<file path="config.mk">
export PLATFORM = sky130hd
export DESIGN_NAME = gki_irq_status
export DESIGN_NICKNAME = d
export VERILOG_FILES = /design/src/shared/gki_pkg.sv /design/src/gki_line_filter.sv /design/src/gki_flag_bank.sv /design/src/gki_irq_status.sv
export VERILOG_INCLUDE_DIRS = /design/src /design/src/shared
export SDC_FILE = /design/constraint.sdc
export NUM_CORES = 1
export LEC_CHECK = 0
export ABC_AREA = 1
export BUFFER_PORTS_ARGS = -buffer_cell sky130_fd_sc_hd__buf_2
export CORE_MARGIN = 2
export CORE_UTILIZATION = 50
export DETAILED_ROUTE_END_ITERATION = 6
export GPL_TIMING_DRIVEN = 0
export PLACE_DENSITY = 0.69
export SLEW_MARGIN = 20
export SYNTH_ARGS = -nofsm -noshare
export SYNTH_HDL_FRONTEND = slang
export SYNTH_HIERARCHICAL = 1
export SYNTH_SLANG_ARGS = --single-unit
</file>
<file path="constraint.sdc">
create_clock -name clk_in -period 1.52 [get_ports clk_in]
set_input_delay 0.152 -clock clk_in [delete_from_list [all_inputs] [get_ports clk_in]]
set_output_delay 0.152 -clock clk_in [all_outputs]
set_load 0.02 [all_outputs]
</file>
<file path="src/shared/gki_params.svh">
// register offsets, reset values and timing counts for the gpio/keypad irq status block
`ifndef GKI_PARAMS_SVH
`define GKI_PARAMS_SVH
`define GKI_ADDR_W          8
`define GKI_OFF_IRQ_ALLOW   8'h1B
`define GKI_OFF_FLAGS       8'h1C
`define GKI_OFF_POLARITY    8'h1D
`define GKI_OFF_FILTER_OFF  8'h1E
`define GKI_OFF_PULLUP      8'h1F
`define GKI_OFF_DOWN_LO     8'h20
`define GKI_OFF_DOWN_HI     8'h21
`define GKI_OFF_UP_LO       8'h22
`define GKI_OFF_UP_HI       8'h23
`define GKI_OFF_LINE_IN     8'h24
`define GKI_OFF_EVT_STAT    8'h25
`define GKI_OFF_EVT_CLR     8'h26
`define GKI_OFF_EVT_EN      8'h27
`define GKI_RST_BYTE        8'h00
`define GKI_RST_EVT_EN      4'hF
`define GKI_DEBOUNCE_NS     1000
`define GKI_CLK_NS          8
`define GKI_DEBOUNCE_CYC    ((`GKI_DEBOUNCE_NS + `GKI_CLK_NS - 1) / `GKI_CLK_NS)
`endif

</file>
<file path="src/shared/gki_pkg.sv">
// types shared by the gpio/keypad irq status block
package gki_pkg;
    typedef logic [7:0] gki_byte_t;
    typedef enum logic [1:0] {
        GKI_IDLE,
        GKI_RESP
    } gki_bus_state_t;
endpackage : gki_pkg

</file>
<file path="src/gki_line_filter.sv">
// one gpio input line: three-stage synchroniser plus optional debounce
`timescale 1ns/100ps
`include "gki_params.svh"
module gki_line_filter (
    input  wire logic clk_in,
    input  wire logic rst_b_in,
    input  wire logic en_in,
    input  wire logic pin_in,
    input  wire logic filter_off_in,
    output logic      level_out
);
    logic [2:0] sync_q;
    logic [7:0] cnt_q;
    logic       level_q;

    // three flops; a change counts once stage two and three agree
    always_ff @(posedge clk_in or negedge rst_b_in) begin
        if (!rst_b_in) begin
            sync_q <= 3'h7;
        end else if (en_in) begin
            sync_q <= {sync_q[1:0], pin_in};
        end
    end

    // debounce: new level must hold the full count unless filtering is off
    always_ff @(posedge clk_in or negedge rst_b_in) begin
        if (!rst_b_in) begin
            cnt_q   <= 8'h00;
            level_q <= 1'b1;
        end else if (en_in) begin
            if (sync_q[1] != sync_q[2] || sync_q[2] == level_q) begin
                cnt_q <= 8'h00;
            end else if (filter_off_in) begin
                level_q <= sync_q[2];           // see RL4
                cnt_q   <= 8'h00;
            end else if (cnt_q == 8'(`GKI_DEBOUNCE_CYC - 1)) begin
                level_q <= sync_q[2];           // see RL4
                cnt_q   <= 8'h00;
            end else begin
                cnt_q <= cnt_q + 8'h01;
            end
        end
    end

    assign level_out = level_q;
endmodule : gki_line_filter

</file>
<file path="src/gki_flag_bank.sv">
// eight sticky flags cleared on one or two reads; a set wins over a clear
`timescale 1ns/100ps
module gki_flag_bank #(
    parameter bit TWO_READS = 1'b0
) (
    input  wire logic       clk_in,
    input  wire logic       rst_b_in,
    input  wire logic       en_in,
    input  wire logic [7:0] set_in,
    input  wire logic       read_in,
    output logic [7:0]      flags_out
);
    logic [7:0] flags_q;
    logic [7:0] armed_q;

    // flags set by events; cleared by reads, armed by a first read when two are needed
    always_ff @(posedge clk_in or negedge rst_b_in) begin
        if (!rst_b_in) begin
            flags_q <= 8'h00;
            armed_q <= 8'h00;
        end else if (en_in) begin
            if (read_in) begin
                if (TWO_READS) begin
                    flags_q <= (flags_q & ~armed_q) | set_in;       // see RL2
                    armed_q <= flags_q & ~armed_q & ~set_in;        // see RL2
                end else begin
                    flags_q <= set_in;                              // see RL8
                end
            end else begin
                flags_q <= flags_q | set_in;
                armed_q <= armed_q & ~set_in;
            end
        end
    end

    assign flags_out = flags_q;
endmodule : gki_flag_bank

</file>
<file path="src/gki_irq_status.sv">
// gpio and keypad interrupt status block with avalon-mm register slave
`timescale 1ns/100ps
`include "gki_params.svh"

// Notes on behaviour
// RL1: one sticky flag per gpio line
// RL2: gpio flag clears on second read
// RL3: polarity bit picks low or high trigger
// RL4: debounce bit zero filters, one bypasses
// RL5: pull-up bit one enables pull-up
// RL6: press flags keys A to H
// RL7: press flags keys I to P
// RL8: key flags clear on single read
// RL9: release flags keys A to H
// RL10: only enabled lines drive interrupt; event_irq_out takes gpio hits from every input line
// RL11: release flags keys I to P
// RL12: interrupt held while any flag set; gpio flags of lines not enabled do not hold it
// RL13: host reads gpio twice, keys once
module gki_irq_status (
    input  wire logic       clk_in,
    input  wire logic       rst_b_in,
    input  wire logic       clk_en_in,
    input  wire logic [7:0] address,
    input  wire logic       read,
    input  wire logic       write,
    input  wire logic [31:0] writedata,
    input  wire logic [3:0] byteenable,
    output logic [31:0]     readdata,
    output logic            waitrequest,
    input  wire logic [7:0] line_pin_in,
    input  wire logic [7:0] line_is_input_in,
    input  wire logic [15:0] key_state_in,
    output logic [7:0]      line_pullup_on_out,
    output logic            host_irq_out_n,
    output logic            event_irq_out
);
    ////////////////////////////////////////////////////////////////////////////////
    logic [7:0]  line_irq_allow_q;
    logic [7:0]  trigger_polarity_q;
    logic [7:0]  filter_off_q;
    logic [7:0]  pullup_on_q;
    logic [7:0]  line_level;
    logic [7:0]  line_hit;
    logic [15:0] key_q;
    logic [15:0] key_down;
    logic [15:0] key_up;
    logic [7:0]  line_irq_flag;
    logic [7:0]  down_lo;
    logic [7:0]  down_hi;
    logic [7:0]  up_lo;
    logic [7:0]  up_hi;
    logic [3:0]  evt_stat_q;
    logic [3:0]  evt_en_q;
    logic [3:0]  evt_set;
    logic [31:0] readdata_q;
    logic        rd_ok;
    logic        wr_ok;
    logic        acc_q;
    gki_pkg::gki_bus_state_t state_q;

    // byte lane 0 write strobe for an offset
    function automatic logic wr_hit(input logic [7:0] off);
        wr_hit = wr_ok && address == off && byteenable[0];
    endfunction : wr_hit

    ////////////////////////////////////////////////////////////////////////////////
    // input conditioning per line
    genvar g;
    generate
        for (g = 0; g < 8; g++) begin : g_line
            gki_line_filter u_filt (
                .clk_in        (clk_in),
                .rst_b_in      (rst_b_in),
                .en_in         (clk_en_in),
                .pin_in        (line_pin_in[g]),
                .filter_off_in (filter_off_q[g]),
                .level_out     (line_level[g])
            );
        end
    endgenerate

    // level trigger: compare filtered input against polarity
    assign line_hit = line_is_input_in & ~(line_level ^ trigger_polarity_q); // see RL3

    // key state is the same-clock scanner output; edges become events
    always_ff @(posedge clk_in or negedge rst_b_in) begin
        if (!rst_b_in) begin
            key_q <= 16'h0000;
        end else if (clk_en_in) begin
            key_q <= key_state_in;
        end
    end
    assign key_down = key_state_in & ~key_q;
    assign key_up   = ~key_state_in & key_q;

    ////////////////////////////////////////////////////////////////////////////////
    // bus: one wait cycle, answer on the second edge
    always_ff @(posedge clk_in or negedge rst_b_in) begin
        if (!rst_b_in) begin
            state_q <= gki_pkg::GKI_IDLE;
        end else if (clk_en_in) begin
            case (state_q)
                gki_pkg::GKI_IDLE: begin
                    if (read || write) begin
                        state_q <= gki_pkg::GKI_RESP;
                    end
                end
                gki_pkg::GKI_RESP: begin
                    state_q <= gki_pkg::GKI_IDLE;
                end
                default: begin
                    state_q <= gki_pkg::GKI_IDLE;
                end
            endcase
        end
    end
    assign acc_q       = state_q == gki_pkg::GKI_RESP;
    // a frozen clock holds the wait so no access completes without effect
    assign waitrequest = (read || write) && !(acc_q && clk_en_in);
    // read side effects at the capture edge: only reported bits are cleared
    assign rd_ok       = clk_en_in && !acc_q && read;
    assign wr_ok       = clk_en_in && acc_q && write;

    ////////////////////////////////////////////////////////////////////////////////
    // flag banks, key A/I at bit 7
    gki_flag_bank #(.TWO_READS(1'b1)) u_gpio_flags (
        .clk_in    (clk_in),
        .rst_b_in  (rst_b_in),
        .en_in     (clk_en_in),
        .set_in    (line_hit),                                  // see RL1
        .read_in   (rd_ok && address == `GKI_OFF_FLAGS),
        .flags_out (line_irq_flag)
    );
    gki_flag_bank u_down_lo (
        .clk_in    (clk_in),
        .rst_b_in  (rst_b_in),
        .en_in     (clk_en_in),
        .set_in    (key_down[15:8]),                            // see RL6
        .read_in   (rd_ok && address == `GKI_OFF_DOWN_LO),
        .flags_out (down_lo)
    );
    gki_flag_bank u_down_hi (
        .clk_in    (clk_in),
        .rst_b_in  (rst_b_in),
        .en_in     (clk_en_in),
        .set_in    (key_down[7:0]),                             // see RL7
        .read_in   (rd_ok && address == `GKI_OFF_DOWN_HI),
        .flags_out (down_hi)
    );
    gki_flag_bank u_up_lo (
        .clk_in    (clk_in),
        .rst_b_in  (rst_b_in),
        .en_in     (clk_en_in),
        .set_in    (key_up[15:8]),                              // see RL9
        .read_in   (rd_ok && address == `GKI_OFF_UP_LO),
        .flags_out (up_lo)
    );
    gki_flag_bank u_up_hi (
        .clk_in    (clk_in),
        .rst_b_in  (rst_b_in),
        .en_in     (clk_en_in),
        .set_in    (key_up[7:0]),                               // see RL11
        .read_in   (rd_ok && address == `GKI_OFF_UP_HI),
        .flags_out (up_hi)
    );

    ////////////////////////////////////////////////////////////////////////////////
    // control registers
    always_ff @(posedge clk_in or negedge rst_b_in) begin
        if (!rst_b_in) begin
            line_irq_allow_q   <= `GKI_RST_BYTE;
            trigger_polarity_q <= `GKI_RST_BYTE;
            filter_off_q       <= `GKI_RST_BYTE;
            pullup_on_q        <= `GKI_RST_BYTE;
        end else if (clk_en_in) begin
            if (wr_hit(`GKI_OFF_IRQ_ALLOW)) begin
                line_irq_allow_q <= writedata[7:0];
            end
            if (wr_hit(`GKI_OFF_POLARITY)) begin
                trigger_polarity_q <= writedata[7:0];
            end
            if (wr_hit(`GKI_OFF_FILTER_OFF)) begin
                filter_off_q <= writedata[7:0];
            end
            if (wr_hit(`GKI_OFF_PULLUP)) begin
                pullup_on_q <= writedata[7:0];
            end
        end
    end
    assign line_pullup_on_out = pullup_on_q;                    // see RL5

    ////////////////////////////////////////////////////////////////////////////////
    // block event status: gpio, press, release, any-key; write-one clear, set wins
    assign evt_set = {|(key_down | key_up), |key_up, |key_down, |line_hit};
    always_ff @(posedge clk_in or negedge rst_b_in) begin
        if (!rst_b_in) begin
            evt_stat_q <= 4'h0;
            evt_en_q   <= `GKI_RST_EVT_EN;
        end else if (clk_en_in) begin
            if (wr_hit(`GKI_OFF_EVT_CLR)) begin
                evt_stat_q <= (evt_stat_q & ~writedata[3:0]) | evt_set;
            end else begin
                evt_stat_q <= evt_stat_q | evt_set;
            end
            if (wr_hit(`GKI_OFF_EVT_EN)) begin
                evt_en_q <= writedata[3:0];
            end
        end
    end
    assign event_irq_out = |(evt_stat_q & evt_en_q);

    // host line: low while any enabled gpio flag or any key flag is set
    always_ff @(posedge clk_in or negedge rst_b_in) begin
        if (!rst_b_in) begin
            host_irq_out_n <= 1'b1;
        end else if (clk_en_in) begin
            host_irq_out_n <= !(|(line_irq_flag & line_irq_allow_q)   // see RL10
                              || |{down_lo, down_hi, up_lo, up_hi});   // see RL12
        end
    end

    ////////////////////////////////////////////////////////////////////////////////
    // read data mux; unmapped offsets read zero
    always_ff @(posedge clk_in or negedge rst_b_in) begin
        if (!rst_b_in) begin
            readdata_q <= 32'h00000000;
        end else if (rd_ok) begin
            if (address == `GKI_OFF_IRQ_ALLOW) begin
                readdata_q <= {24'h000000, line_irq_allow_q};
            end else if (address == `GKI_OFF_FLAGS) begin
                readdata_q <= {24'h000000, line_irq_flag};
            end else if (address == `GKI_OFF_POLARITY) begin
                readdata_q <= {24'h000000, trigger_polarity_q};
            end else if (address == `GKI_OFF_FILTER_OFF) begin
                readdata_q <= {24'h000000, filter_off_q};
            end else if (address == `GKI_OFF_PULLUP) begin
                readdata_q <= {24'h000000, pullup_on_q};
            end else if (address == `GKI_OFF_DOWN_LO) begin
                readdata_q <= {24'h000000, down_lo};
            end else if (address == `GKI_OFF_DOWN_HI) begin
                readdata_q <= {24'h000000, down_hi};
            end else if (address == `GKI_OFF_UP_LO) begin
                readdata_q <= {24'h000000, up_lo};
            end else if (address == `GKI_OFF_UP_HI) begin
                readdata_q <= {24'h000000, up_hi};
            end else if (address == `GKI_OFF_LINE_IN) begin
                readdata_q <= {24'h000000, line_level};
            end else if (address == `GKI_OFF_EVT_STAT) begin
                readdata_q <= {28'h0000000, evt_stat_q};
            end else if (address == `GKI_OFF_EVT_EN) begin
                readdata_q <= {28'h0000000, evt_en_q};
            end else begin
                readdata_q <= 32'h00000000;
            end
        end
    end
    assign readdata = readdata_q;
endmodule : gki_irq_status

</file>
==> flow_metrics.env, run 1 <==
export IMPL_synthAdderAreaFrac_pct=4.93
export IMPL_first_pass_iters=5
export IMPL_drv_slew=0
export IMPL_rsz0062_at_grt="yes"
export IMPL_netSwitchingFraction_pct=27.3
export IMPL_p_leak_nw=7.32
export IMPL_netlist_area_leader_share_pct=35.5
export IMPL_cp_max_fo=2
export IMPL_cts_tree="done"
export IMPL_synth_area_leader_cell="dfrtp_1"
export IMPL_routed_wl_um=29800
export IMPL_coreArea_um2=24100
export IMPL_fp_row_count=57
export IMPL_post_synth_cell_area_avg_um2=7.49
export IMPL_pwr_share_comb_pct=13.3
export IMPL_antenna_left=0
export IMPL_vias=10600
export IMPL_fin_nets=1925
export IMPL_synthCells=1628
export IMPL_ff2ff_path_depth=5
export IMPL_min_to="u_gpio_flags/flags_out[2]"
export IMPL_viasPerCell=4.97
export IMPL_first_iter_violations=711
export IMPL_critPathArrivalTime_ns=1.37
export IMPL_stdcell_area_um2=14500
export IMPL_cts_sinks=210
export IMPL_timing_hold_ws_ns=0.0465
export IMPL_powerDensity_nw_per_um2=933
export IMPL_yosys_mux_area_fraction_pct=0
export IMPL_hold_path_startpoint="line_is_input_in[2]"
export IMPL_synth_compound_area_share_pct=7.17
export IMPL_port_buffer_count=72
export IMPL_max_slew_worst_pin_slew_ns=0.721
export IMPL_antenna_found_initial=1
export IMPL_cp_end_kind="output pin"
export IMPL_fillers=2252
export IMPL_critPathRequiredTime_ns=1.37
export IMPL_min_path_cells=5
export IMPL_synth_cell_types=35
export IMPL_setup_viol=1
export IMPL_fmax_mhz=657
export IMPL_clockPowerShare_pct=41.4
export IMPL_grt_ovfl_total=0
export IMPL_r2r_end="host_irq_out_n"
export IMPL_synth_top_family_by_area="simple AND/OR/NAND/NOR gates"
export IMPL_layout_setup_ws_ns=-0.00274
export IMPL_drive_above_1_share_pct=17.6
export IMPL_synth_seq_cells=210
export IMPL_clock_root_buffer="clkbuf_16"
export IMPL_grt_usage_pct=23.3
export IMPL_peakVddDrop_uv=1110
export IMPL_cp_start_kind="flop"
export IMPL_ios=124
export IMPL_netlist_area_um2=12200
export IMPL_slew_headroom_pct=51.6
export IMPL_p_sw_w=0.00368
export IMPL_fin_skew_ns=0.00906
export IMPL_clk_pin_slew_ns=0.06
export IMPL_h_tree_depth=1
export IMPL_areaGrowthSynthToFinish_pct=18.6
export IMPL_reg2reg_from="u_up_lo/flags_out[6]"
export IMPL_p_total_w=0.0135
export IMPL_p_seq_share_pct=45.3
export IMPL_post_route_min_period_ns=1.52
export IMPL_worst_setup_path_type="flop to output pin"
export IMPL_detail_route_drc_violations=0
export IMPL_die_w_um=160
export IMPL_yosysSeqAreaShare_pct=43.5
export IMPL_die_area_um2=25700
export IMPL_place_ws_ns=-0.872
export IMPL_insertion_delay_ns=0.52
export IMPL_synth_simple_area_share_pct=33.1
export IMPL_die_h_um=160
export IMPL_hpwl_um=21400
export IMPL_cts_buffer_depth=3
export IMPL_hold_viol=0
export IMPL_placedInstanceArea_um2=13100
export IMPL_cts_buffers=24
export IMPL_maxCapViolCount=0
export IMPL_p_int_w=0.00981
export IMPL_finalCritPeriodShare_pct=100
export IMPL_synth_xor_area_share_pct=1.80
export IMPL_violations="setup timing"
export IMPL_status="finished, violations left"
export IMPL_grt_pass1_vias=10100
export IMPL_yosysWarnings=6
export IMPL_gp_congestion=0.863
export IMPL_grt_max_degree=79
export IMPL_grt_pass1_wl_um=49200
export IMPL_r2r_setup_slack_ns=0.02
export IMPL_wl_per_cell_um=13.9
export IMPL_utilization_pct=60.0
export IMPL_initial_core_util_pct=50.6
export IMPL_hp_class="input port to flop"
export IMPL_synthTopCellsByArea="dfrtp_1 (36%), nand2_1 (19%), dfstp_2 (8.0%), inv_1 (6.2%), ha_1 (4.9%)"
metrics by stage:
step                      std cells  TNS [ns]
after detailed placement       2049    -59.00
after CTS                      2133   -0.0944
after global placement         2047   -794.50
after floorplan                1651         0
after global routing           2139    -0.133
final                          2139  -0.00274
cells in the final DEF, fill, tap and decap left out, types with 3 or more instances in the layout:
cell type and count:
inv_2 11, nand3_2 13, nand2_1 613, nand4_1 34
a21oi_1 43, o21ai_0 80, dfrtp_1 173, nand2_2 3
nand2_8 4, nor4_1 12, xnor2_1 17, dfstp_2 37
or2_2 8, nor2_1 97, conb_1 24, a21oi_2 11
buf_6 12, nand3_1 67, nor4_2 7, ha_1 48
nor2_2 34, buf_2 78, clkbuf_8 5, o21ai_1 18
xor2_1 8, dlygate4sd3_1 31, clkinv_2 5, nor2_4 12
clkbuf_16 25, inv_1 197, clkbuf_1 9, o22ai_1 8
nand3b_1 8, buf_4 41
flip-flops by register name (all words and copies together) (netlist names):
signal	count
u_down_lo/flags_out	8
filter_off_q	8
evt_stat_q	4
host_irq_out_n	1
u_down_hi/flags_out	8
u_gpio_flags/armed_q	8
state_q	1
trigger_polarity_q	8
g_line.u_filt/sync_q	24
u_gpio_flags/flags_out	8
readdata	8
key_q	16
u_up_lo/flags_out	8
evt_en_q	4
g_line.u_filt/cnt_q	64
line_pullup_on_out	8
line_irq_allow_q	8
u_up_hi/flags_out	8
g_line.u_filt/level_out	8
repair_timing:
item | 4_1_cts | 5_1_grt
pin swaps | 4 | 12
resized for setup | 14 | 31
hold endpoints to repair | 102 | 0
hold buffers | 31 | 0
setup buffers | 9 | 5
endpoints found under the setup margin | 69 | 35
kinds of logic (layout without fill, tap and decap cells):
family | Yosys count | after routing
AO/OA/AOI/OAI | 164 | 164
AND/OR/NAND/NOR | 920 | 920
buffers and inverters | 260 | 423
flip-flops | 210 | 210
XOR/XNOR | 25 | 25
other | 1 | 25
adder cells (fa/ha/maj) | 48 | 48
Yosys cell counts, drive strengths merged:
cell type and n:
a21oi 54, clkbuf 2, xor2 8, conb 1
nor4 20, dfstp 37, o22ai 8, xnor2 17
ha 48, buf 48, nand4 35, nor2 143
dfrtp 173, nand2 622, nor3 3, a41o 2
o2111ai 1, or2 8, nand3 81, o21ai 99
inv 210, nand3b 8
final cells by class:
type | instances | area, um^2 | share of cell area (%)
Antenna cell | 1 | 2.50 | 0.0173
Buffer | 50 | 373 | 2.58
Clock buffer | 37 | 721 | 4.98
Clock inverter | 7 | 41.3 | 0.286
Inverter | 210 | 793 | 5.49
Multi-Input combinational cell | 1181 | 5960 | 41.3
Sequential cell | 210 | 5300 | 36.7
Tap cell | 324 | 405 | 2.80
Timing Repair Buffer | 119 | 856 | 5.92
metal layers:
metal / wire length (um) / track usage, % / part of all wire, %
met5: 0 / 0 / 0
met4: 703 / 6.76 / 2.4
met3: 1110 / 2.81 / 3.7
met2: 14300 / 40.2 / 48
met1: 13600 / 30.8 / 46
critical path, cell delays in order, from the launching register on:
cell	delay [ns]
dfstp_2	0.54
nand2_1	0.05
nand4_1	0.11
buf_4	0.15
worst max path at each step:
stage                                     from                        end  slack, ns
floorplan                           state_q[0]     u_down_hi/flags_out[0]       0.15
global placement                      rst_b_in  g_line[5].u_filt/cnt_q[5]      -3.40
detailed placement                   clk_en_in     u_down_hi/flags_out[0]      -0.87
CTS                 g_line[7].u_filt/level_out              evt_stat_q[0]      -0.08
global route        g_line[3].u_filt/level_out              evt_stat_q[0]      -0.05
finish                             evt_en_q[3]              event_irq_out     -0.003
power by group through the flow:
| stage | registers (W) | clock network, W | logic (W) |
|---|---|---|---|
| global placement | 0.00619 | 0 | 0.00162 |
| floorplan | 0.00621 | 0 | 0.00105 |
| global route | 0.00614 | 0.00596 | 0.00203 |
| detailed placement | 0.00620 | 0 | 0.00168 |
| finish | 0.00611 | 0.00559 | 0.00179 |
| CTS | 0.00610 | 0.00570 | 0.00178 |
No activity file was read; power rests on OpenSTA's default activity.
==> inputs of run 2 (changes only) <==
CTS_BUF_LIST = sky130_fd_sc_hd__clkbuf_8   (was unset)
==> run 2 against run 1 <==
Compared with the run above: the run now ends clean; first-iteration DRC count down 4.6%; sequential share of layout area is 0.21 points lower; wire length grew 0.14%; critical path depth is the same; core utilization grew 0.35 points; highest routed layer unchanged; combinational power about the same; clock skew rose by 0.0099 ns; die area stayed put.
==> flow_metrics.env, run 2 (synthesized netlist as in run 1, its figures left out) <==
export IMPL_p_sw_w=0.00377
export IMPL_grt_pass1_wl_um=49700
export IMPL_grt_ovfl_total=0
export IMPL_cts_tree="done"
export IMPL_maxCapViolCount=0
export IMPL_netSwitchingFraction_pct=27.6
export IMPL_hold_viol=0
export IMPL_die_area_um2=25700
export IMPL_ff2ff_path_depth=5
export IMPL_cts_buffer_depth=3
export IMPL_peakVddDrop_uv=588
export IMPL_status="finished clean"
export IMPL_initial_core_util_pct=50.6
export IMPL_critPathRequiredTime_ns=1.37
export IMPL_fmax_mhz=664
export IMPL_reg2reg_from="key_q[8]"
export IMPL_powerDensity_nw_per_um2=940
export IMPL_clockPowerShare_pct=42.2
export IMPL_fillers=2275
export IMPL_hp_class="input port to flop"
export IMPL_final_seq_area_um2=5300
export IMPL_hold_path_startpoint="writedata[1]"
export IMPL_routed_wl_um=29800
export IMPL_wl_per_cell_um=13.8
export IMPL_first_pass_iters=5
export IMPL_cp_end_kind="output pin"
export IMPL_finalCritPeriodShare_pct=99.1
export IMPL_vias=10700
export IMPL_final_setup_tns_ns=0
export IMPL_port_buffer_count=72
export IMPL_p_leak_nw=7.42
export IMPL_layout_common_cells="nand2_1 (614), inv_1 (209), dfrtp_1 (173)"
export IMPL_final_common_cell="nand2_1"
export IMPL_pwr_share_comb_pct=13.1
export IMPL_gp_congestion=0.863
export IMPL_critPathArrivalTime_ns=1.35
export IMPL_drv_slew=0
export IMPL_grt_usage_pct=23.6
export IMPL_drive_above_1_share_pct=18.4
export IMPL_first_iter_violations=678
export IMPL_ios=124
export IMPL_antenna_found_initial=1
export IMPL_cts_buffers=39
export IMPL_grt_pass1_vias=10300
export IMPL_die_w_um=160
export IMPL_min_path_cells=3
export IMPL_slew_headroom_pct=51.0
export IMPL_cts_sinks=210
export IMPL_detail_route_drc_violations=0
export IMPL_fin_nets=1943
export IMPL_areaGrowthSynthToFinish_pct=19.3
export IMPL_post_route_min_period_ns=1.51
export IMPL_multi_input_area_um2=5970
export IMPL_worst_setup_path_type="flop to output pin"
export IMPL_fp_row_count=57
export IMPL_antenna_left=0
export IMPL_stdcell_area_um2=14500
export IMPL_p_int_w=0.00991
export IMPL_min_to="trigger_polarity_q[1]"
export IMPL_setup_viol=0
export IMPL_clk_pin_slew_ns=0.06
export IMPL_coreArea_um2=24100
export IMPL_placedInstanceArea_um2=13100
export IMPL_h_tree_depth=2
export IMPL_r2r_setup_slack_ns=0.04
export IMPL_cp_max_fo=2
export IMPL_clock_root_buffer="clkbuf_8"
export IMPL_rsz0062_at_grt="yes"
export IMPL_p_seq_share_pct=44.6
export IMPL_utilization_pct=60.3
export IMPL_fin_skew_ns=0.0189
export IMPL_die_h_um=160
export IMPL_insertion_delay_ns=0.54
export IMPL_hpwl_um=21400
export IMPL_reg_top3="g_line.u_filt/cnt_q x64, g_line.u_filt/sync_q x24, key_q x16"
export IMPL_r2r_end="evt_stat_q[1]"
export IMPL_grt_max_degree=79
export IMPL_regMostFlops="g_line.u_filt/cnt_q"
export IMPL_cp_start_kind="flop"
export IMPL_largest_register_ffs=64
export IMPL_max_slew_worst_pin_slew_ns=0.730
export IMPL_viasPerCell=4.96
-- run 2: cell count changes in the layout (fill, tap and decap cells not counted), sizes merged --
cell / change
clkbuf: +12
bufinv: +3
dlygate4sd3: +1
inv: +11
clkinv: -1
buf: +1
-- run 2: timing repair --
item                       CTS  global route
hold endpoints to repair   105             0
setup endpoints to repair   65            23
pin swaps                    1             9
gates cloned                 0             0
resized for setup           12            27
buffers inserted            11             5
hold buffers                32             0
-- run 2: power by group through the flow --
stage | clock [W] | sequential, W | combinational [W]
after floorplan | 0 | 0.00621 | 0.00105
after global placement | 0 | 0.00619 | 0.00162
after detailed placement | 0 | 0.00620 | 0.00168
after CTS | 0.00591 | 0.00610 | 0.00178
after global routing | 0.00620 | 0.00614 | 0.00203
final | 0.00578 | 0.00611 | 0.00179
-- run 2: worst max-delay path by stage --
stage,startpoint,to,slack [ns],cells past startpoint
2_1_floorplan,state_q[0],u_down_hi/flags_out[0],0.15,6
3_3_place_gp,rst_b_in,g_line[5].u_filt/cnt_q[5],-3.40,1
3_5_place_dp,clk_en_in,u_down_hi/flags_out[0],-0.87,7
4_1_cts,evt_en_q[1],event_irq_out,-0.02,3
5_1_grt,g_line[0].u_filt/level_out,evt_stat_q[0],-0.05,7
6_report,evt_en_q[3],event_irq_out,0.01,3
-- run 2: layout make-up --
| cell class | count | area share (%) |
|---|---|---|
| Buffer | 50 | 2.56 |
| Tap cell | 324 | 2.79 |
| Clock inverter | 20 | 1.13 |
| Antenna cell | 1 | 0.0172 |
| Inverter | 210 | 5.42 |
| Timing Repair Buffer | 122 | 6.06 |
| Sequential cell | 210 | 36.5 |
| Clock buffer | 48 | 4.54 |
| Multi-Input combinational cell | 1181 | 41.0 |
-- run 2: worst max-delay path, stage by stage (launching register included) --
cell and delay (ns):
dfstp_2 0.53, nand2_1 0.05, nand4_1 0.10, buf_4 0.15
-- run 2: layer usage --
metal / GRT usage, % / vias up / wire, um
met2: 40.1 / 244 / 14300
met4: 8.31 / 0 / 747
li1: - / 5450 / -
met3: 3.56 / 61 / 1390
met1: 30.7 / 4988 / 13400
met5: 0 / - / 0
-- run 2: stage by stage --
| step | instances | setup slack, ns | total power [W] | hold slack (ns) |
|---|---|---|---|---|
| finish | 2166 | 0.0134 | 0.0137 | 0.0178 |
| global route | 2166 | -0.0481 | 0.0144 | 0.00160 |
| CTS | 2160 | -0.0225 | 0.0138 | 0.00367 |
| detailed placement | 2049 | -0.872 | 0.00788 | 0.144 |
| global placement | 2047 | -3.40 | 0.00782 | 0.354 |
| floorplan | 1651 | 0.147 | 0.00725 | -0.144 |
==> inputs of run 3 (changes only) <==
PLACE_DENSITY = 0.7   (was 0.69)
SYNTH_HIERARCHICAL = unset   (was 1)
==> run 3 against run 2 <==
Compared with the run above: the flow now finishes with violations (setup timing); count of clock-buffer cells in the layout is 1 lower; clock skew grew 0.018 ns; die area decreased by 7.8%; via count decreased by 6.1%; wire length is 6.4% higher; clock power is 3% lower; core utilization up 4.0 points; critical path depth is 5 higher; flip-flop and latch count stayed put; area after synthesis shrank 8.0%; critical path type is now flop to flop; critical endpoint is now g_line[7].u_filt.cnt_q[3]; highest routed layer unchanged.
==> flow_metrics.env, run 3 <==
export IMPL_status="finished, violations left"
export IMPL_violations="setup timing"
export IMPL_cp_max_fo=5
export IMPL_slew_headroom_pct=55.2
export IMPL_regMostFlops="g_line.u_filt.cnt_q"
export IMPL_grt_pass1_vias=9649
export IMPL_yosysWarnings=0
export IMPL_finalCritPeriodShare_pct=103
export IMPL_critPathArrivalTime_ns=1.99
export IMPL_dp_cells=1764
export IMPL_post_route_min_period_ns=1.57
export IMPL_clockPowerShare_pct=40.7
export IMPL_max_slew_worst_pin_slew_ns=0.671
export IMPL_hold_viol=0
export IMPL_grt_usage_pct=26.2
export IMPL_fp_row_count=54
export IMPL_pwr_share_comb_pct=14.7
export IMPL_final_setup_tns_ns=-0.103
export IMPL_powerDensity_nw_per_um2=975
export IMPL_layout_common_cells="nand2_1 (267), inv_1 (209), dfrtp_1 (173)"
export IMPL_p_leak_nw=6.73
export IMPL_place_ws_ns=-0.564
export IMPL_first_pass_iters=5
export IMPL_cts_buffers=38
export IMPL_peakVddDrop_uv=613
export IMPL_final_common_cell="nand2_1"
export IMPL_detail_route_drc_violations=0
export IMPL_synth_area_leader_cell="dfrtp_1"
export IMPL_largest_register_ffs=64
export IMPL_clk_pin_slew_ns=0.06
export IMPL_ios=124
export IMPL_synth_cell_types=40
export IMPL_hp_class="input port to flop"
export IMPL_insertion_delay_ns=0.54
export IMPL_cts_buffer_depth=3
export IMPL_reg2reg_from="g_line[7].u_filt.cnt_q[1]"
export IMPL_layout_setup_ws_ns=-0.0499
export IMPL_gp_congestion=0.889
export IMPL_cts_tree="done"
export IMPL_hpwl_um=22100
export IMPL_wl_per_cell_um=16.6
export IMPL_p_sw_w=0.00391
export IMPL_reg_top3="g_line.u_filt.cnt_q x64, g_line.u_filt.sync_q x24, key_q x16"
export IMPL_drv_slew=0
export IMPL_p_int_w=0.00983
export IMPL_fillers=1877
export IMPL_routed_wl_um=31700
export IMPL_die_h_um=154
export IMPL_grt_pass1_wl_um=49600
export IMPL_areaGrowthSynthToFinish_pct=25.6
export IMPL_maxCapViolCount=0
export IMPL_netlist_area_leader_share_pct=38.6
export IMPL_post_synth_cell_area_avg_um2=8.08
export IMPL_p_seq_share_pct=44.5
export IMPL_fmax_mhz=637
export IMPL_synth_async_reset_ratio_pct=100
export IMPL_ys_flop_type="dfrtp_1"
export IMPL_rsz0062_at_grt="yes"
export IMPL_coreArea_um2=21900
export IMPL_port_buffer_count=72
export IMPL_cp_start_kind="flop"
export IMPL_antenna_found_initial=0
export IMPL_h_tree_depth=2
export IMPL_antenna_cells=0
export IMPL_synth_edf_count=0
export IMPL_initial_core_util_pct=51.2
export IMPL_grt_max_degree=99
export IMPL_first_iter_violations=853
export IMPL_drive_above_1_share_pct=22.1
export IMPL_netlist_area_um2=11200
export IMPL_synth_seq_cells=210
export IMPL_die_w_um=154
export IMPL_cp_end_kind="flop"
export IMPL_clock_root_buffer="clkbuf_8"
export IMPL_fin_skew_ns=0.0373
export IMPL_fin_nets=1731
export IMPL_worst_setup_path_type="flop to flop"
export IMPL_grt_ovfl_total=0
export IMPL_yosysSeqAreaShare_pct=47.3
export IMPL_timing_hold_ws_ns=0.0215
export IMPL_critPathRequiredTime_ns=1.94
export IMPL_yosys_top_cells_count="nand2_1 (271), inv_1 (220), dfrtp_1 (173), o21ai_0 (168), nor2_1 (122)"
export IMPL_antenna_left=0
export IMPL_hold_path_startpoint="writedata[4]"
export IMPL_finalNonFillerCells=1911
export IMPL_viasPerCell=5.28
export IMPL_cts_sinks=210
export IMPL_critPathLaunch="g_line[7].u_filt.cnt_q[1]"
export IMPL_netSwitchingFraction_pct=28.4
export IMPL_synthCells=1387
export IMPL_yosysMostFrequentCell="nand2_1"
export IMPL_vias=10100
export IMPL_synthTopCellsByArea="dfrtp_1 (39%), nand2_1 (9.1%), dfstp_2 (8.7%), o21ai_0 (7.5%), inv_1 (7.4%)"
export IMPL_setup_viol=3
export IMPL_die_area_um2=23600
==> run 3: cells by family (layout without fill, tap and decap cells) <==
group	Yosys count	in the layout	synth area share, %
other	1	24	0.0334
flip-flops	210	210	47.3
AO/OA/AOI/OAI	244	244	11.7
XOR/XNOR	40	40	3.12
buffers and inverters	287	508	10.6
adder cells (fa/ha/maj)	48	48	5.36
AND/OR/NAND/NOR	557	557	21.9
==> run 3: power groups by stage <==
stage	registers (W)	clock network, W	logic, W
finish	0.00612	0.00560	0.00202
global route	0.00615	0.00592	0.00225
global placement	0.00621	0	0.00148
CTS	0.00611	0.00565	0.00171
detailed placement	0.00622	0	0.00152
floorplan	0.00617	0	0.000944
==> run 3: layout make-up <==
cell class,count,area [um^2],area share (%)
plain buffers,61,367,2.60
clock buffers,47,647,4.59
clock inverters,22,151,1.07
inverters,225,848,6.02
multi-input cells,913,5240,37.2
flip-flops and latches,210,5300,37.6
well taps,280,350,2.49
repair buffers,153,1180,8.38
==> run 3: repair_timing <==
action / CTS / global route
pin swaps: 10 / 37
buffers inserted: 12 / 26
gates cloned: 0 / 1
resized for setup: 38 / 110
endpoints found under the setup margin: 100 / 112
hold endpoints to repair: 225 / 0
hold buffers: 40 / 0
==> run 3: worst paths after layout <==
check                      cells after the start  slack (ns)                          to
max                                            8       -0.05   g_line[7].u_filt.cnt_q[3]
max reg2reg                                    8       -0.05   g_line[7].u_filt.cnt_q[3]
min reg2reg                                    2        0.47  g_line[2].u_filt.sync_q[0]
min                                            3        0.02         line_irq_allow_q[4]
min in group asynchronous                      2        0.07   g_line[1].u_filt.cnt_q[3]
max in group asynchronous                      3        0.72  g_line[2].u_filt.level_out
==> run 3: worst max-delay path: stages (launching register included) <==
cell and delay [ns]:
dfrtp_1 0.36, inv_2 0.05, ha_2 0.16, nor3b_2 0.15, nor2_1 0.18, inv_2 0.09
nor2_4 0.15, nor2_4 0.08, a311oi_2 0.26
==> run 3: metrics by stage <==
step	util (%)	total power, W	area [um^2]
2_1_floorplan	-	0.00712	11300
3_3_place_gp	54.9	0.00768	12000
3_5_place_dp	55.2	0.00774	12100
4_1_cts	61.8	0.0135	13500
5_1_grt	64.3	0.0143	14100
6_report	64.3	0.0137	14100
==> run 3: per-layer routing <==
layer / vias up / share of wire [%] / global-route usage, % / wire [um]
li1: 4885 / - / - / -
met1: 4792 / 43 / 35.7 / 13600
met2: 341 / 47 / 41.9 / 14800
met3: 68 / 7.3 / 4.88 / 2300
met4: 0 / 3.2 / 9.61 / 1010
met5: - / 0 / 0 / 0
